### config.mk
export PLATFORM = sky130hd
export DESIGN_NAME = pqm_mapper
export DESIGN_NICKNAME = d
export VERILOG_FILES = /design/src/include/pqm_pkg.sv /design/src/logic/pqm_fold.sv /design/src/logic/pqm_mapper.sv
export SDC_FILE = /design/constraint.sdc
export NUM_CORES = 1
export LEC_CHECK = 0
export BUFFER_PORTS_ARGS = -buffer_cell sky130_fd_sc_hd__buf_4
export CAP_MARGIN = 20
export CORE_MARGIN = 1
export CORE_UTILIZATION = 52
export DETAILED_ROUTE_END_ITERATION = 12
export GPL_TIMING_DRIVEN = 1
export PLACE_DENSITY = 0.75
export SLEW_MARGIN = 25
export SYNTH_ARGS = -nofsm -noshare
export SYNTH_HDL_FRONTEND = slang
export SYNTH_HIERARCHICAL = 1
export SYNTH_SLANG_ARGS = --single-unit
### constraint.sdc
create_clock -name core_clk -period 2.05 [get_ports core_clk]
set_clock_uncertainty 0.05 [all_clocks]
set_input_delay 0.1025 -clock core_clk [delete_from_list [all_inputs] [get_ports core_clk]]
set_output_delay 0.1025 -clock core_clk [all_outputs]
set_load 0.01 [all_outputs]
### src/include/pqm_pkg.sv
// Package with register map, field layout, reset values and carriers for the queue mapper.
// Overview of operation
// - Each priority code 0..7 maps to queue 0..3 through a software table.
// - Queue 3 is the highest priority, queue 0 the lowest.
// - Offset 0x80 bits 1-0 and 3-2 map codes 0 and 1; reset to queue 0.
// - Offset 0x80 bits 5-4 and 7-6 map codes 2 and 3; reset to queue 1.
// - Offset 0x81 bits 1-0 and 3-2 map codes 4 and 5; reset to queue 2.
// - Offset 0x81 bits 5-4 and 7-6 map codes 6 and 7; reset to queue 3.
// - In two-queue mode the selector at 0x82 bits 7-6 folds the result.
// - The folded result comes from the priority-code or the DiffServ table.
// - In two-queue mode result 0 always goes to the low queue.
// - In two-queue mode result 3 always goes to the high queue.
// - Selector 00: results 0, 1, 2 low; result 3 high.
// - Selector 10, the reset value: results 0, 1 low; 2, 3 high.
// - Selector 11: result 0 low; results 1, 2, 3 high.
package pqm_pkg;
  localparam logic [7:0] ADDR_MAP_LOW = 8'h80;
  localparam logic [7:0] ADDR_MAP_HIGH = 8'h81;
  localparam logic [7:0] ADDR_FOLD_SEL = 8'h82;
  localparam logic [7:0] ADDR_UNK_UC = 8'h83;
  localparam logic [7:0] RST_MAP_LOW = 8'h50;
  localparam logic [7:0] RST_MAP_HIGH = 8'hfa;
  localparam logic [1:0] RST_FOLD_SEL = 2'h2;
  localparam logic [5:0] FOLD_RSVD = 6'h08;
  localparam logic [1:0] UNK_UC_RSVD = 2'h2;
  localparam int FOLD_SEL_LSB = 6;
  localparam int UNK_UC_EN_BIT = 5;
  localparam int READ_LATENCY = 1;
  localparam logic [1:0] QUEUE_LOWEST = 2'h0;
  localparam logic [1:0] QUEUE_HIGHEST = 2'h3;

  // Fold selector encodings.
  localparam logic [1:0] FOLD_ONLY_TOP = 2'h0;
  localparam logic [1:0] FOLD_UNSUPPORTED = 2'h1;
  localparam logic [1:0] FOLD_HALF = 2'h2;
  localparam logic [1:0] FOLD_ALL_BUT_ZERO = 2'h3;

  typedef struct packed {
    logic [7:0] addr;
    logic [7:0] wdata;
    logic wr;
    logic rd;
  } pqm_bus_req_t;

  typedef struct packed {
    logic valid;
    logic use_diffserv;
    logic [2:0] pcp;
    logic [1:0] diffserv_level;
  } pqm_frame_t;

  typedef struct packed {
    logic valid;
    logic [1:0] queue;
    logic high;
  } pqm_result_t;
endpackage

### src/logic/pqm_fold.sv
// Two-queue fold of a four-level priority result.
`timescale 1ns/100ps
module pqm_fold (
  // Fold control
  input wire logic [1:0] fold_sel,
  // Four-level result in, queue half out
  input wire logic [1:0] level,
  output logic high
);
  always_comb begin
    unique case (fold_sel)
      pqm_pkg::FOLD_ONLY_TOP: high = (level == pqm_pkg::QUEUE_HIGHEST);
      pqm_pkg::FOLD_HALF: high = level[1];
      pqm_pkg::FOLD_ALL_BUT_ZERO: high = (level != pqm_pkg::QUEUE_LOWEST);
      // Unsupported setting behaves as the half fold and still keeps the two fixed ends.
      pqm_pkg::FOLD_UNSUPPORTED: high = level[1];
    endcase
  end
endmodule

### src/logic/pqm_mapper.sv
// Priority code to egress queue mapper with its control registers.
`timescale 1ns/100ps
module pqm_mapper (
  // Clock, reset and enable
  input wire logic core_clk,
  input wire logic srst,
  input wire logic clk_en,
  // Register port
  input wire logic [7:0] reg_addr,
  input wire logic [7:0] reg_wdata,
  input wire logic reg_wr,
  input wire logic reg_rd,
  output logic [7:0] reg_rdata,
  // Operating mode
  input wire logic two_queue_mode,
  // Frame classification in
  input wire logic frame_valid,
  input wire logic [2:0] frame_pcp,
  input wire logic frame_use_diffserv,
  input wire logic [1:0] frame_diffserv_level,
  // Queue result and unknown unicast control out
  output logic queue_valid,
  output logic [1:0] queue_index,
  output logic queue_high,
  output logic [7:0] unknown_unicast_ctrl
);
  logic [7:0] map_low;
  logic [7:0] map_high;
  logic [1:0] fold_sel;
  logic [5:0] unk_uc;
  logic [15:0] table_bits;
  logic [1:0] pcp_level;
  logic [1:0] level;
  logic fold_high;
  logic [1:0] next_queue;
  pqm_pkg::pqm_frame_t frame;
  pqm_pkg::pqm_result_t result;
  pqm_pkg::pqm_result_t next_result;
  pqm_pkg::pqm_bus_req_t bus_req;
  logic wr_map_low;
  logic wr_map_high;
  logic wr_fold_sel;
  logic wr_unk_uc;
  logic [7:0] code_hit;
  logic [1:0] code_level [8];

  // Whole table after reset, field n at bits 2n+1..2n, for the per-entry checks.
  localparam logic [15:0] RESET_TABLE = {pqm_pkg::RST_MAP_HIGH, pqm_pkg::RST_MAP_LOW};
  // Reference fold: bit n says whether result n goes high; selector 01 acts as 10.
  localparam logic [3:0] FOLD_REF [4] = '{4'b1000, 4'b1100, 4'b1100, 4'b1110};

  assign frame = '{valid: frame_valid, use_diffserv: frame_use_diffserv,
                   pcp: frame_pcp, diffserv_level: frame_diffserv_level};

  // One carrier for the register port keeps the decode in a single place.
  assign bus_req = '{addr: reg_addr, wdata: reg_wdata, wr: reg_wr, rd: reg_rd};

  // Write strobes carry the enable, so a frozen block ignores software as well.
  assign wr_map_low = clk_en && bus_req.wr && (bus_req.addr == pqm_pkg::ADDR_MAP_LOW);
  assign wr_map_high = clk_en && bus_req.wr && (bus_req.addr == pqm_pkg::ADDR_MAP_HIGH);
  assign wr_fold_sel = clk_en && bus_req.wr && (bus_req.addr == pqm_pkg::ADDR_FOLD_SEL);
  assign wr_unk_uc = clk_en && bus_req.wr && (bus_req.addr == pqm_pkg::ADDR_UNK_UC);

  // Low half of the mapping table, codes 0 to 3.
  always_ff @(posedge core_clk) begin
    if (srst) begin
      map_low <= pqm_pkg::RST_MAP_LOW;
    end else if (wr_map_low) begin
      map_low <= bus_req.wdata;
    end
  end

  // High half of the mapping table, codes 4 to 7.
  always_ff @(posedge core_clk) begin
    if (srst) begin
      map_high <= pqm_pkg::RST_MAP_HIGH;
    end else if (wr_map_high) begin
      map_high <= bus_req.wdata;
    end
  end

  // Fold selector; its reserved neighbours are constants and never stored.
  always_ff @(posedge core_clk) begin
    if (srst) begin
      fold_sel <= pqm_pkg::RST_FOLD_SEL;
    end else if (wr_fold_sel) begin
      fold_sel <= bus_req.wdata[7:6];
    end
  end

  // Unknown unicast control keeps only its writable low six bits.
  always_ff @(posedge core_clk) begin
    if (srst) begin
      unk_uc <= 6'h00;
    end else if (wr_unk_uc) begin
      unk_uc <= bus_req.wdata[5:0];
    end
  end

  // Read data stands in the cycle after the strobe only; unmapped reads give zero.
  always_ff @(posedge core_clk) begin
    if (srst) begin
      reg_rdata <= 8'h00;
    end else if (clk_en) begin
      if (bus_req.rd) begin
        unique case (bus_req.addr)
          pqm_pkg::ADDR_MAP_LOW: reg_rdata <= map_low;
          pqm_pkg::ADDR_MAP_HIGH: reg_rdata <= map_high;
          pqm_pkg::ADDR_FOLD_SEL: reg_rdata <= {fold_sel, pqm_pkg::FOLD_RSVD};
          pqm_pkg::ADDR_UNK_UC: reg_rdata <= {pqm_pkg::UNK_UC_RSVD, unk_uc};
          default: reg_rdata <= 8'h00;
        endcase
      end else begin
        reg_rdata <= 8'h00;
      end
    end
  end

  assign unknown_unicast_ctrl = {pqm_pkg::UNK_UC_RSVD, unk_uc};

  // Field n of the 16-bit table sits at bits 2n+1..2n.
  assign table_bits = {map_high, map_low};

  // Per code: a match flag and that code's two-bit field of the table.
  for (genvar g = 0; g < 8; g++) begin : g_code
    assign code_hit[g] = (frame.pcp == 3'(g));
    assign code_level[g] = table_bits[2*g +: 2];
    a_entry_reset: assert property (@(posedge core_clk)
      $past(srst) |-> code_level[g] == RESET_TABLE[2*g +: 2])
      else $error("mapping entry reset value wrong");
    a_entry_select: assert property (@(posedge core_clk) disable iff (srst)
      clk_en && !two_queue_mode && !frame_use_diffserv && frame_pcp == 3'(g) |=>
      queue_index == $past(code_level[g]))
      else $error("mapping entry not applied");
  end

  // The codes are exclusive, so at most one field passes to the result.
  always_comb begin
    pcp_level = 2'h0;
    for (int i = 0; i < 8; i++) begin
      if (code_hit[i]) begin
        pcp_level = code_level[i];
      end
    end
  end

  // The DiffServ table lives outside; its level arrives on the frame input.
  assign level = frame.use_diffserv ? frame.diffserv_level : pcp_level;

  pqm_fold u_fold (
    .fold_sel(fold_sel),
    .level(level),
    .high(fold_high)
  );

  // Two-queue mode maps low to queue 0 and high to queue 3, keeping 3 as the top.
  always_comb begin
    if (two_queue_mode) begin
      next_queue = fold_high ? pqm_pkg::QUEUE_HIGHEST : pqm_pkg::QUEUE_LOWEST;
    end else begin
      next_queue = level;
    end
  end

  // The high flag follows the fold only in two-queue mode, else the index's top bit.
  always_comb begin
    next_result.valid = frame.valid;
    next_result.queue = next_queue;
    next_result.high = two_queue_mode ? fold_high : next_queue[1];
  end

  always_ff @(posedge core_clk) begin
    if (srst) begin
      result <= '0;
    end else if (clk_en) begin
      result <= next_result;
    end
  end

  assign queue_valid = result.valid;
  assign queue_index = result.queue;
  assign queue_high = result.high;

  a_reset_table: assert property (@(posedge core_clk)
    $past(srst) |-> map_low == 8'h50 && map_high == 8'hfa)
    else $error("mapping table reset value wrong");
  a_reset_fold: assert property (@(posedge core_clk)
    $past(srst) |-> fold_sel == 2'h2 && reg_rdata == 8'h00)
    else $error("fold selector reset value wrong");
  a_four_queue_map: assert property (@(posedge core_clk) disable iff (srst)
    clk_en && !two_queue_mode && !frame_use_diffserv |=>
    queue_index == $past(table_bits[{frame_pcp, 1'b0} +: 2]))
    else $error("four-queue index not from table");
  a_level_zero_low: assert property (@(posedge core_clk) disable iff (srst)
    clk_en && two_queue_mode && level == 2'h0 |=> queue_index == 2'h0)
    else $error("result zero not in low queue");
  a_level_three_high: assert property (@(posedge core_clk) disable iff (srst)
    clk_en && two_queue_mode && level == 2'h3 |=> queue_index == 2'h3)
    else $error("result three not in high queue");
  a_fold_half: assert property (@(posedge core_clk) disable iff (srst)
    clk_en && two_queue_mode && fold_sel == 2'h2 |=> queue_high == $past(level[1]))
    else $error("half fold wrong");
  a_fold_top: assert property (@(posedge core_clk) disable iff (srst)
    clk_en && two_queue_mode && fold_sel == 2'h0 && level == 2'h2 |=> !queue_high)
    else $error("top-only fold wrong");
  a_fold_most: assert property (@(posedge core_clk) disable iff (srst)
    clk_en && two_queue_mode && fold_sel == 2'h3 && level == 2'h1 |=> queue_high)
    else $error("all-but-zero fold wrong");
  a_diffserv_source: assert property (@(posedge core_clk) disable iff (srst)
    clk_en && !two_queue_mode && frame_use_diffserv |=>
    queue_index == $past(frame_diffserv_level))
    else $error("diffserv level not used");
  a_reserved_read: assert property (@(posedge core_clk) disable iff (srst)
    clk_en && reg_rd && reg_addr == 8'h82 |=> reg_rdata[5:0] == 6'h08)
    else $error("reserved bits read wrong");
  a_write_readback: assert property (@(posedge core_clk) disable iff (srst)
    clk_en && reg_wr && reg_addr == 8'h80 ##1 clk_en && reg_rd && reg_addr == 8'h80
    |=> reg_rdata == $past(reg_wdata, 2))
    else $error("table write not read back");

  // Reset values of the outputs.
  a_result_reset: assert property (@(posedge core_clk)
    $past(srst) |-> !queue_valid && queue_index == 2'h0 && !queue_high)
    else $error("result not cleared by reset");
  a_unk_reset: assert property (@(posedge core_clk)
    $past(srst) |-> unknown_unicast_ctrl == 8'h80)
    else $error("unknown unicast reset value wrong");

  // The enable freezes every register and the result, not only the table.
  a_freeze_regs: assert property (@(posedge core_clk) disable iff (srst)
    !clk_en |=> map_low == $past(map_low) && map_high == $past(map_high)
    && fold_sel == $past(fold_sel) && unk_uc == $past(unk_uc))
    else $error("register moved while frozen");
  a_freeze_out: assert property (@(posedge core_clk) disable iff (srst)
    !clk_en |=> queue_valid == $past(queue_valid) && queue_index == $past(queue_index)
    && queue_high == $past(queue_high) && reg_rdata == $past(reg_rdata))
    else $error("output moved while frozen");

  // Register port.
  a_read_pulse: assert property (@(posedge core_clk) disable iff (srst)
    clk_en && !reg_rd |=> reg_rdata == 8'h00)
    else $error("read data stood too long");
  a_unmapped_read: assert property (@(posedge core_clk) disable iff (srst)
    clk_en && reg_rd && (reg_addr < 8'h80 || reg_addr > 8'h83) |=> reg_rdata == 8'h00)
    else $error("unmapped read not zero");
  a_read_low: assert property (@(posedge core_clk) disable iff (srst)
    clk_en && reg_rd && reg_addr == 8'h80 |=> reg_rdata == $past(map_low))
    else $error("low table read wrong");
  a_read_high: assert property (@(posedge core_clk) disable iff (srst)
    clk_en && reg_rd && reg_addr == 8'h81 |=> reg_rdata == $past(map_high))
    else $error("high table read wrong");
  a_read_fold: assert property (@(posedge core_clk) disable iff (srst)
    clk_en && reg_rd && reg_addr == 8'h82 |=> reg_rdata == {$past(fold_sel), 6'h08})
    else $error("fold selector read wrong");
  a_read_unk: assert property (@(posedge core_clk) disable iff (srst)
    clk_en && reg_rd && reg_addr == 8'h83 |=> reg_rdata == {2'h2, $past(unk_uc)})
    else $error("unknown unicast read wrong");
  a_write_low: assert property (@(posedge core_clk) disable iff (srst)
    clk_en && reg_wr && reg_addr == 8'h80 |=> map_low == $past(reg_wdata))
    else $error("low table write lost");
  a_write_high: assert property (@(posedge core_clk) disable iff (srst)
    clk_en && reg_wr && reg_addr == 8'h81 |=> map_high == $past(reg_wdata))
    else $error("high table write lost");
  a_fold_write: assert property (@(posedge core_clk) disable iff (srst)
    clk_en && reg_wr && reg_addr == 8'h82 |=> fold_sel == $past(reg_wdata[7:6]))
    else $error("fold selector write lost");
  a_unk_write: assert property (@(posedge core_clk) disable iff (srst)
    clk_en && reg_wr && reg_addr == 8'h83 |=>
    unknown_unicast_ctrl == {2'h2, $past(reg_wdata[5:0])})
    else $error("unknown unicast write wrong");
  a_table_steady: assert property (@(posedge core_clk) disable iff (srst)
    !(clk_en && reg_wr && (reg_addr == 8'h80 || reg_addr == 8'h81)) |=>
    map_low == $past(map_low) && map_high == $past(map_high))
    else $error("table changed without a write");
  a_fold_steady: assert property (@(posedge core_clk) disable iff (srst)
    !(clk_en && reg_wr && reg_addr == 8'h82) |=> fold_sel == $past(fold_sel))
    else $error("fold selector changed without a write");

  // Result path.
  a_valid_follow: assert property (@(posedge core_clk) disable iff (srst)
    clk_en |=> queue_valid == $past(frame_valid))
    else $error("queue valid does not follow frame");
  a_two_queue_ends: assert property (@(posedge core_clk) disable iff (srst)
    clk_en && two_queue_mode |=> queue_index == 2'h0 || queue_index == 2'h3)
    else $error("two-queue index not an end queue");
  a_four_queue_high: assert property (@(posedge core_clk) disable iff (srst)
    clk_en && !two_queue_mode |=> queue_high == queue_index[1])
    else $error("four-queue high flag wrong");
  a_diffserv_fold: assert property (@(posedge core_clk) disable iff (srst)
    clk_en && two_queue_mode && frame_use_diffserv && fold_sel == 2'h2 |=>
    queue_high == $past(frame_diffserv_level[1]))
    else $error("diffserv level not folded");
  for (genvar lv = 0; lv < 4; lv++) begin : g_fold_ref
    a_fold_level: assert property (@(posedge core_clk) disable iff (srst)
      clk_en && two_queue_mode && level == 2'(lv) |=>
      queue_high == $past(FOLD_REF[fold_sel][lv]))
      else $error("fold of a result level wrong");
  end

  c_two_queue: cover property (@(posedge core_clk) two_queue_mode && frame_valid && fold_high);
  c_diffserv: cover property (@(posedge core_clk) frame_valid && frame_use_diffserv);
  c_table_write: cover property (@(posedge core_clk) reg_wr && reg_addr == 8'h81);
  c_fold_change: cover property (@(posedge core_clk) reg_wr && reg_addr == 8'h82);
  c_frozen_write: cover property (@(posedge core_clk) !clk_en && reg_wr);
endmodule

# After elaboration in Yosys (flattened, before gate mapping)
# Index checks and enable logic that the tools add are counted.
# totals
register_bits	36
wordCells	47
# op_classes
n_eq_ne	15
reduce_logical	9
mux	15
# op_table
op	n
$eq 8x8->1 const B	4
$pmux 8 s4	1
$mux 2	11
$eq 3x3->1 const B	4
$mux 8	1
$eq 2x2->1 const B	3
$eq 3x2->1 const B	2
$logic_and 1x1->1	5
$eq 3x1->1 const B	1
$logic_not 3->1	1
$pmux 1 s3	1
$eq 2x1->1 const B	1
$logic_not 2->1	1
$reduce_bool 2->1	1
$reduce_or 2->1	1
$mux 1	1

# Longest topological paths before layout
# depth
ltp_word	15
depth_mapped	9
mapped_depth_nobuf	8

# By module
# The synthesis kept the hierarchy.
# modules_own_cells
module	instances	cells_per_inst	area_each_um2
pqm_mapper	1	187	1800.5
pqm_fold	1	9	62.6

# Worst setup path before layout
# No wires, ideal clock.
# synth_timing
kind	register to register
startpoint	reg map_high[1]
endpoint	reg result, in the netlist queue_index[0]
required_ps	1940
setup_ps	60
t_arrival_ps	1585
path_stages_with_launch	9
slack_ps	355
path_cell_list	dfxtp_1 > mux4_2 > mux2i_1 > o21ai_1 > inv_1 > o32ai_1 > inv_1 > o41ai_1 > a41o_1
# synth_between
elab_chain_cells	9
# synth_lines
item	line	source
start: declaration	pqm_mapper.sv:28	logic [7:0] map_high;
start signal: assignment	pqm_mapper.sv:76	map_high <= pqm_pkg::RST_MAP_HIGH;
start signal: assignment	pqm_mapper.sv:78	map_high <= bus_req.wdata;
$mux 2 (*) (4 in a row)	pqm_mapper.sv:141	if (code_hit[i]) begin
$mux 2 (*)	pqm_mapper.sv:148	assign level = frame.use_diffserv ? frame.diffserv_level : pcp_level;
via level[1]	pqm_mapper.sv:33	logic [1:0] level;
$eq 2x2->1 or $reduce_bool 2->1 (tied branches)	pqm_fold.sv:12, pqm_fold.sv:14	
$pmux 1 s3 (*)	pqm_fold.sv:11	unique case (fold_sel)
via fold_high	pqm_mapper.sv:34	logic fold_high;
$mux 2 (*)	pqm_mapper.sv:159	next_queue = fold_high ? pqm_pkg::QUEUE_HIGHEST : pqm_pkg::QUEUE_LOWEST;
$mux 2 (*)	pqm_mapper.sv:158	if (two_queue_mode) begin
end signal: assignment	pqm_mapper.sv:176	result <= next_result;
end: declaration	pqm_mapper.sv:37	pqm_pkg::pqm_result_t result;
# The timed path passes the listed nets; every way through them passes the cells marked *.
# A chain may end at the register's enable or synchronous reset.

# Worst setup path in the final report
# layout_timing
startpoint	reg map_high[7]
endpoint	reg result, in the netlist queue_index[0]
# layout_between
elab_chain_cells	6
# layout_lines
item	line
$mux 2 (*)	pqm_mapper.sv:141
$mux 2 (*)	pqm_mapper.sv:148
via level[1]	pqm_mapper.sv:33
$eq 2x2->1 or $reduce_bool 2->1 (tied branches)	pqm_fold.sv:12, pqm_fold.sv:14
$pmux 1 s3 (*)	pqm_fold.sv:11
via fold_high	pqm_mapper.sv:34
$mux 2 (*)	pqm_mapper.sv:159
$mux 2 (*)	pqm_mapper.sv:158
# Marks and branches as above.

==> key figures <==
Run status
  – Status: finished, final reports clean

Cells and area
  – P&R area growth vs syn: 28.5%
  – Multi-input gate area: 1040 µm²
  – Layout cells sized above 1: 29.6%
  – Most common cell after layout, fill and taps aside: buf_4
  – Fillers: ~270
  – Post-route cell area: 2390 µm²
  – ANT cells: 0
  – Commonest non-fill, non-tap cells in the layout: buf_4 (47), mux2i_1 (34), nor2_1 (30), dfxtp_1 (28), nand2_1 (20)
  – Seq. cell area: between 700 and 800 µm²
  – Final std cells w/o fill: 293
  – Final #Nets: 277

GRT
  – Overall routing resource usage: roughly a quarter
  – Largest net degree at the start of global routing: 33
  – Initial antenna violation count: 0
  – Total gr overflow: 0
  – Vias in the first global route: 1523
  – Global-route wire length before repair: around 7.1 mm

Floorplanning
  – Core footprint: about 3400 µm²
  – Initial core utilization: 55.0%
  – FP Rows: 21
  – Top Ports: 49
  – Die W: 61.9 µm
  – Die Area: 3830 µm²
  – Die height: around 62 µm

Placed design
  – Place WS: 0.128 ns
  – DP Area: 2170 µm²
  – Port Buf Inserts: 46
  – DP Wirelength: 3.39 mm
  – Placed cell count: about 280
  – Gpl congestion: 0.882

Min path
  – Hold Path Depth: 2
  – Hold Path Class: input pin to flip-flop

Logic synthesis
  – Post-Syn Area: 1860 µm²
  – Syn avg cell area: 9.51 µm²
  – Synth Warn #: 6
  – Number of synthesized flops with an enable pin: 0
  – Register area share after synthesis: 37.6%
  – Synth top area share: a little under two fifths
  – Mapped Cells: 196
  – Synth area leaders: dfxtp_1 (38%), mux2i_1 (18%), nor2_1 (6.0%), nand2_1 (4.0%), o2bb2ai_1 (2.8%)
  – Leading area contributor after synthesis: dfxtp_1
  – Most common flop cell mapped by yosys: dfxtp_1
  – Syn Nets: 227
  – Synth Register Bits: 35
  – Yosys cell types: 48
  – Async SR Flop Fraction: 0%

Power and ir drop
  – Total power: 1.49 mW
  – Max VDD drop: 354 µV
  – Leak pwr: 1.07 nW
  – PwrDens: 620 nW/µm²

Clock network
  – Clk_lat worst skew: 0.34 ns
  – CTS max path bufs: 2
  – Clock slew at reported path FFs: 0.11 ns
  – CTS tree: done
  – Total CTS buffers: 5
  – H-tree Lvls: 2
  – Root Buffer: clkbuf_4
  – Post-CTS Setup Bufs: 0
  – # clock sinks: 35

Timing
  – Post-layout worst setup margin: around 0.11 ns
  – Unrepaired setup endpoints after global routing: yes
  – Slew headroom: roughly three fifths
  – Min Tclk post-route: 1.94 ns
  – Worst-margin pin slew: 0.601 ns
  – Final setup viols: 0
  – Fmax: 515 MHz
  – Period utilization: 94.7%
  – Fin. max-slew vios: 0
  – Final hold violation count: 0

Worst setup path
  – Critical path's largest stage delay: roughly 0.45 ns
  – FF-to-FF path depth: 8
  – Type of origin of the critical path: flip-flop
  – Crit path max fanout: 3
  – WS Path Type: flip-flop to flip-flop
  – Critical-path top delay cell: mux4_2
  – WP data arrival: 2.13 ns
  – Worst-path cell chain: mux4_2 -> mux2i_1 -> o21ai_1 -> mux2i_1 -> o32ai_2 -> inv_1 -> o41ai_2 -> a41o_1
  – Crit. End Element: flip-flop
  – CP required: ~2.2 ns
  – Most common cell on crit path: mux2i_1

Job
  – Total of max-cap violations: 0

Detailed routing
  – Final WL: 4.68 mm
  – DR WL/cell: 16.0 µm
  – Residual DRC: 0
  – Via count: 1621
  – Drt first pass iters: 4
  – DRT antenna net count: 0
  – Drt via density: between 5 and 6
  – DRT iter0 DRCs: 148
-- where the power goes --
| group | leakage (nW) | internal, mW | switching, mW | total [mW] |
|---|---|---|---|---|
| Sequential | 0.282 | 0.684 | 0.00308 | 0.687 |
| Clock | 0.0525 | 0.381 | 0.232 | 0.613 |
| Combinational | 0.733 | 0.0904 | 0.0949 | 0.185 |
| Total | 1.07 | 1.16 | 0.330 | 1.49 |
-- final timing paths --
path | from | endpoint | slack (ns)
setup reg to reg | map_high[7] | queue_index[0] | 0.11
hold / removal | clk_en | queue_index[0] | 0.01
setup / recovery | map_high[7] | queue_index[0] | 0.11
hold reg to reg | map_low[7] | map_low[7] | 0.42
-- flip-flops by register name, indices dropped and copies added (netlist names) --
signal	flops
queue_valid	1
reg_rdata	8
map_low	8
queue_index	2
fold_sel	2
unk_uc	6
map_high	8
-- layer usage --
metal  GRT usage [%]  vias to the layer above  share of wire (%)
met1            30.1                      772                 41
met3            8.90                        9                4.1
met4            9.52                        0                1.7
met5               0                        -                  0
met2            46.1                       50                 53
li1                -                      790                  -
-- stage by stage --
stage / setup TNS, ns / hold slack, ns / utilization [%]
floorplan: 0 / 0.178 / -
global placement: 0 / 0.289 / 64.0
detailed placement: 0 / 0.313 / 64.0
CTS: 0 / 0.00696 / 70.0
global route: -0.00134 / 0.00881 / 70.7
finish: 0 / 0.0113 / 70.7
-- worst max-delay path, delay by kind of cell, from the launching register on --
| kind | cells | cell delay [ns] |
|---|---|---|
| multiplexers | 3 | 0.79 |
| AO/OA/AOI/OAI | 4 | 0.54 |
| buffers and inverters | 1 | 0.11 |
| flip-flops | 1 | 0.35 |
-- cell families after synthesis --
| group | count (synthesis) | synth area share, % |
|---|---|---|
| adder cells (fa/ha/maj) | 2 | 1.34 |
| other | 2 | 0.403 |
| AO/OA/AOI/OAI | 28 | 11.8 |
| multiplexers | 37 | 21.3 |
| buffers and inverters | 23 | 7.39 |
| flip-flops | 35 | 37.6 |
| AND/OR/NAND/NOR | 69 | 20.1 |
-- Yosys cell counts (2+ instances only) --
| library cell | n |
|---|---|
| a21oi_1 | 3 |
| a22oi_1 | 6 |
| and2_1 | 2 |
| buf_2 | 2 |
| buf_4 | 3 |
| clkbuf_1 | 3 |
| clkbuf_8 | 2 |
| conb_1 | 2 |
| dfxtp_1 | 35 |
| ha_1 | 2 |
| inv_1 | 8 |
| mux2i_1 | 34 |
| mux4_2 | 2 |
| nand2_1 | 20 |
| nand2b_1 | 2 |
| nand3_1 | 2 |
| nand3b_1 | 2 |
| nor2_1 | 30 |
| o221ai_1 | 2 |
| o2bb2ai_1 | 6 |
-- cell type report --
class / instances / share of cell area [%]
timing repair buffer: 57 / 18.9
tap: 46 / 2.40
multi-input combinational: 138 / 43.4
clock buffer: 6 / 1.72
clock inverter: 2 / 2.51
inverter: 9 / 1.41
sequential: 35 / 29.6
-- timing repair --
action | in CTS | in global routing
hold buffers | 10 | 0
hold endpoints to repair | 17 | 0
resized for setup | 0 | 9
endpoints found under the setup margin | 0 | 2
No activity file was read; power rests on OpenSTA's default activity.
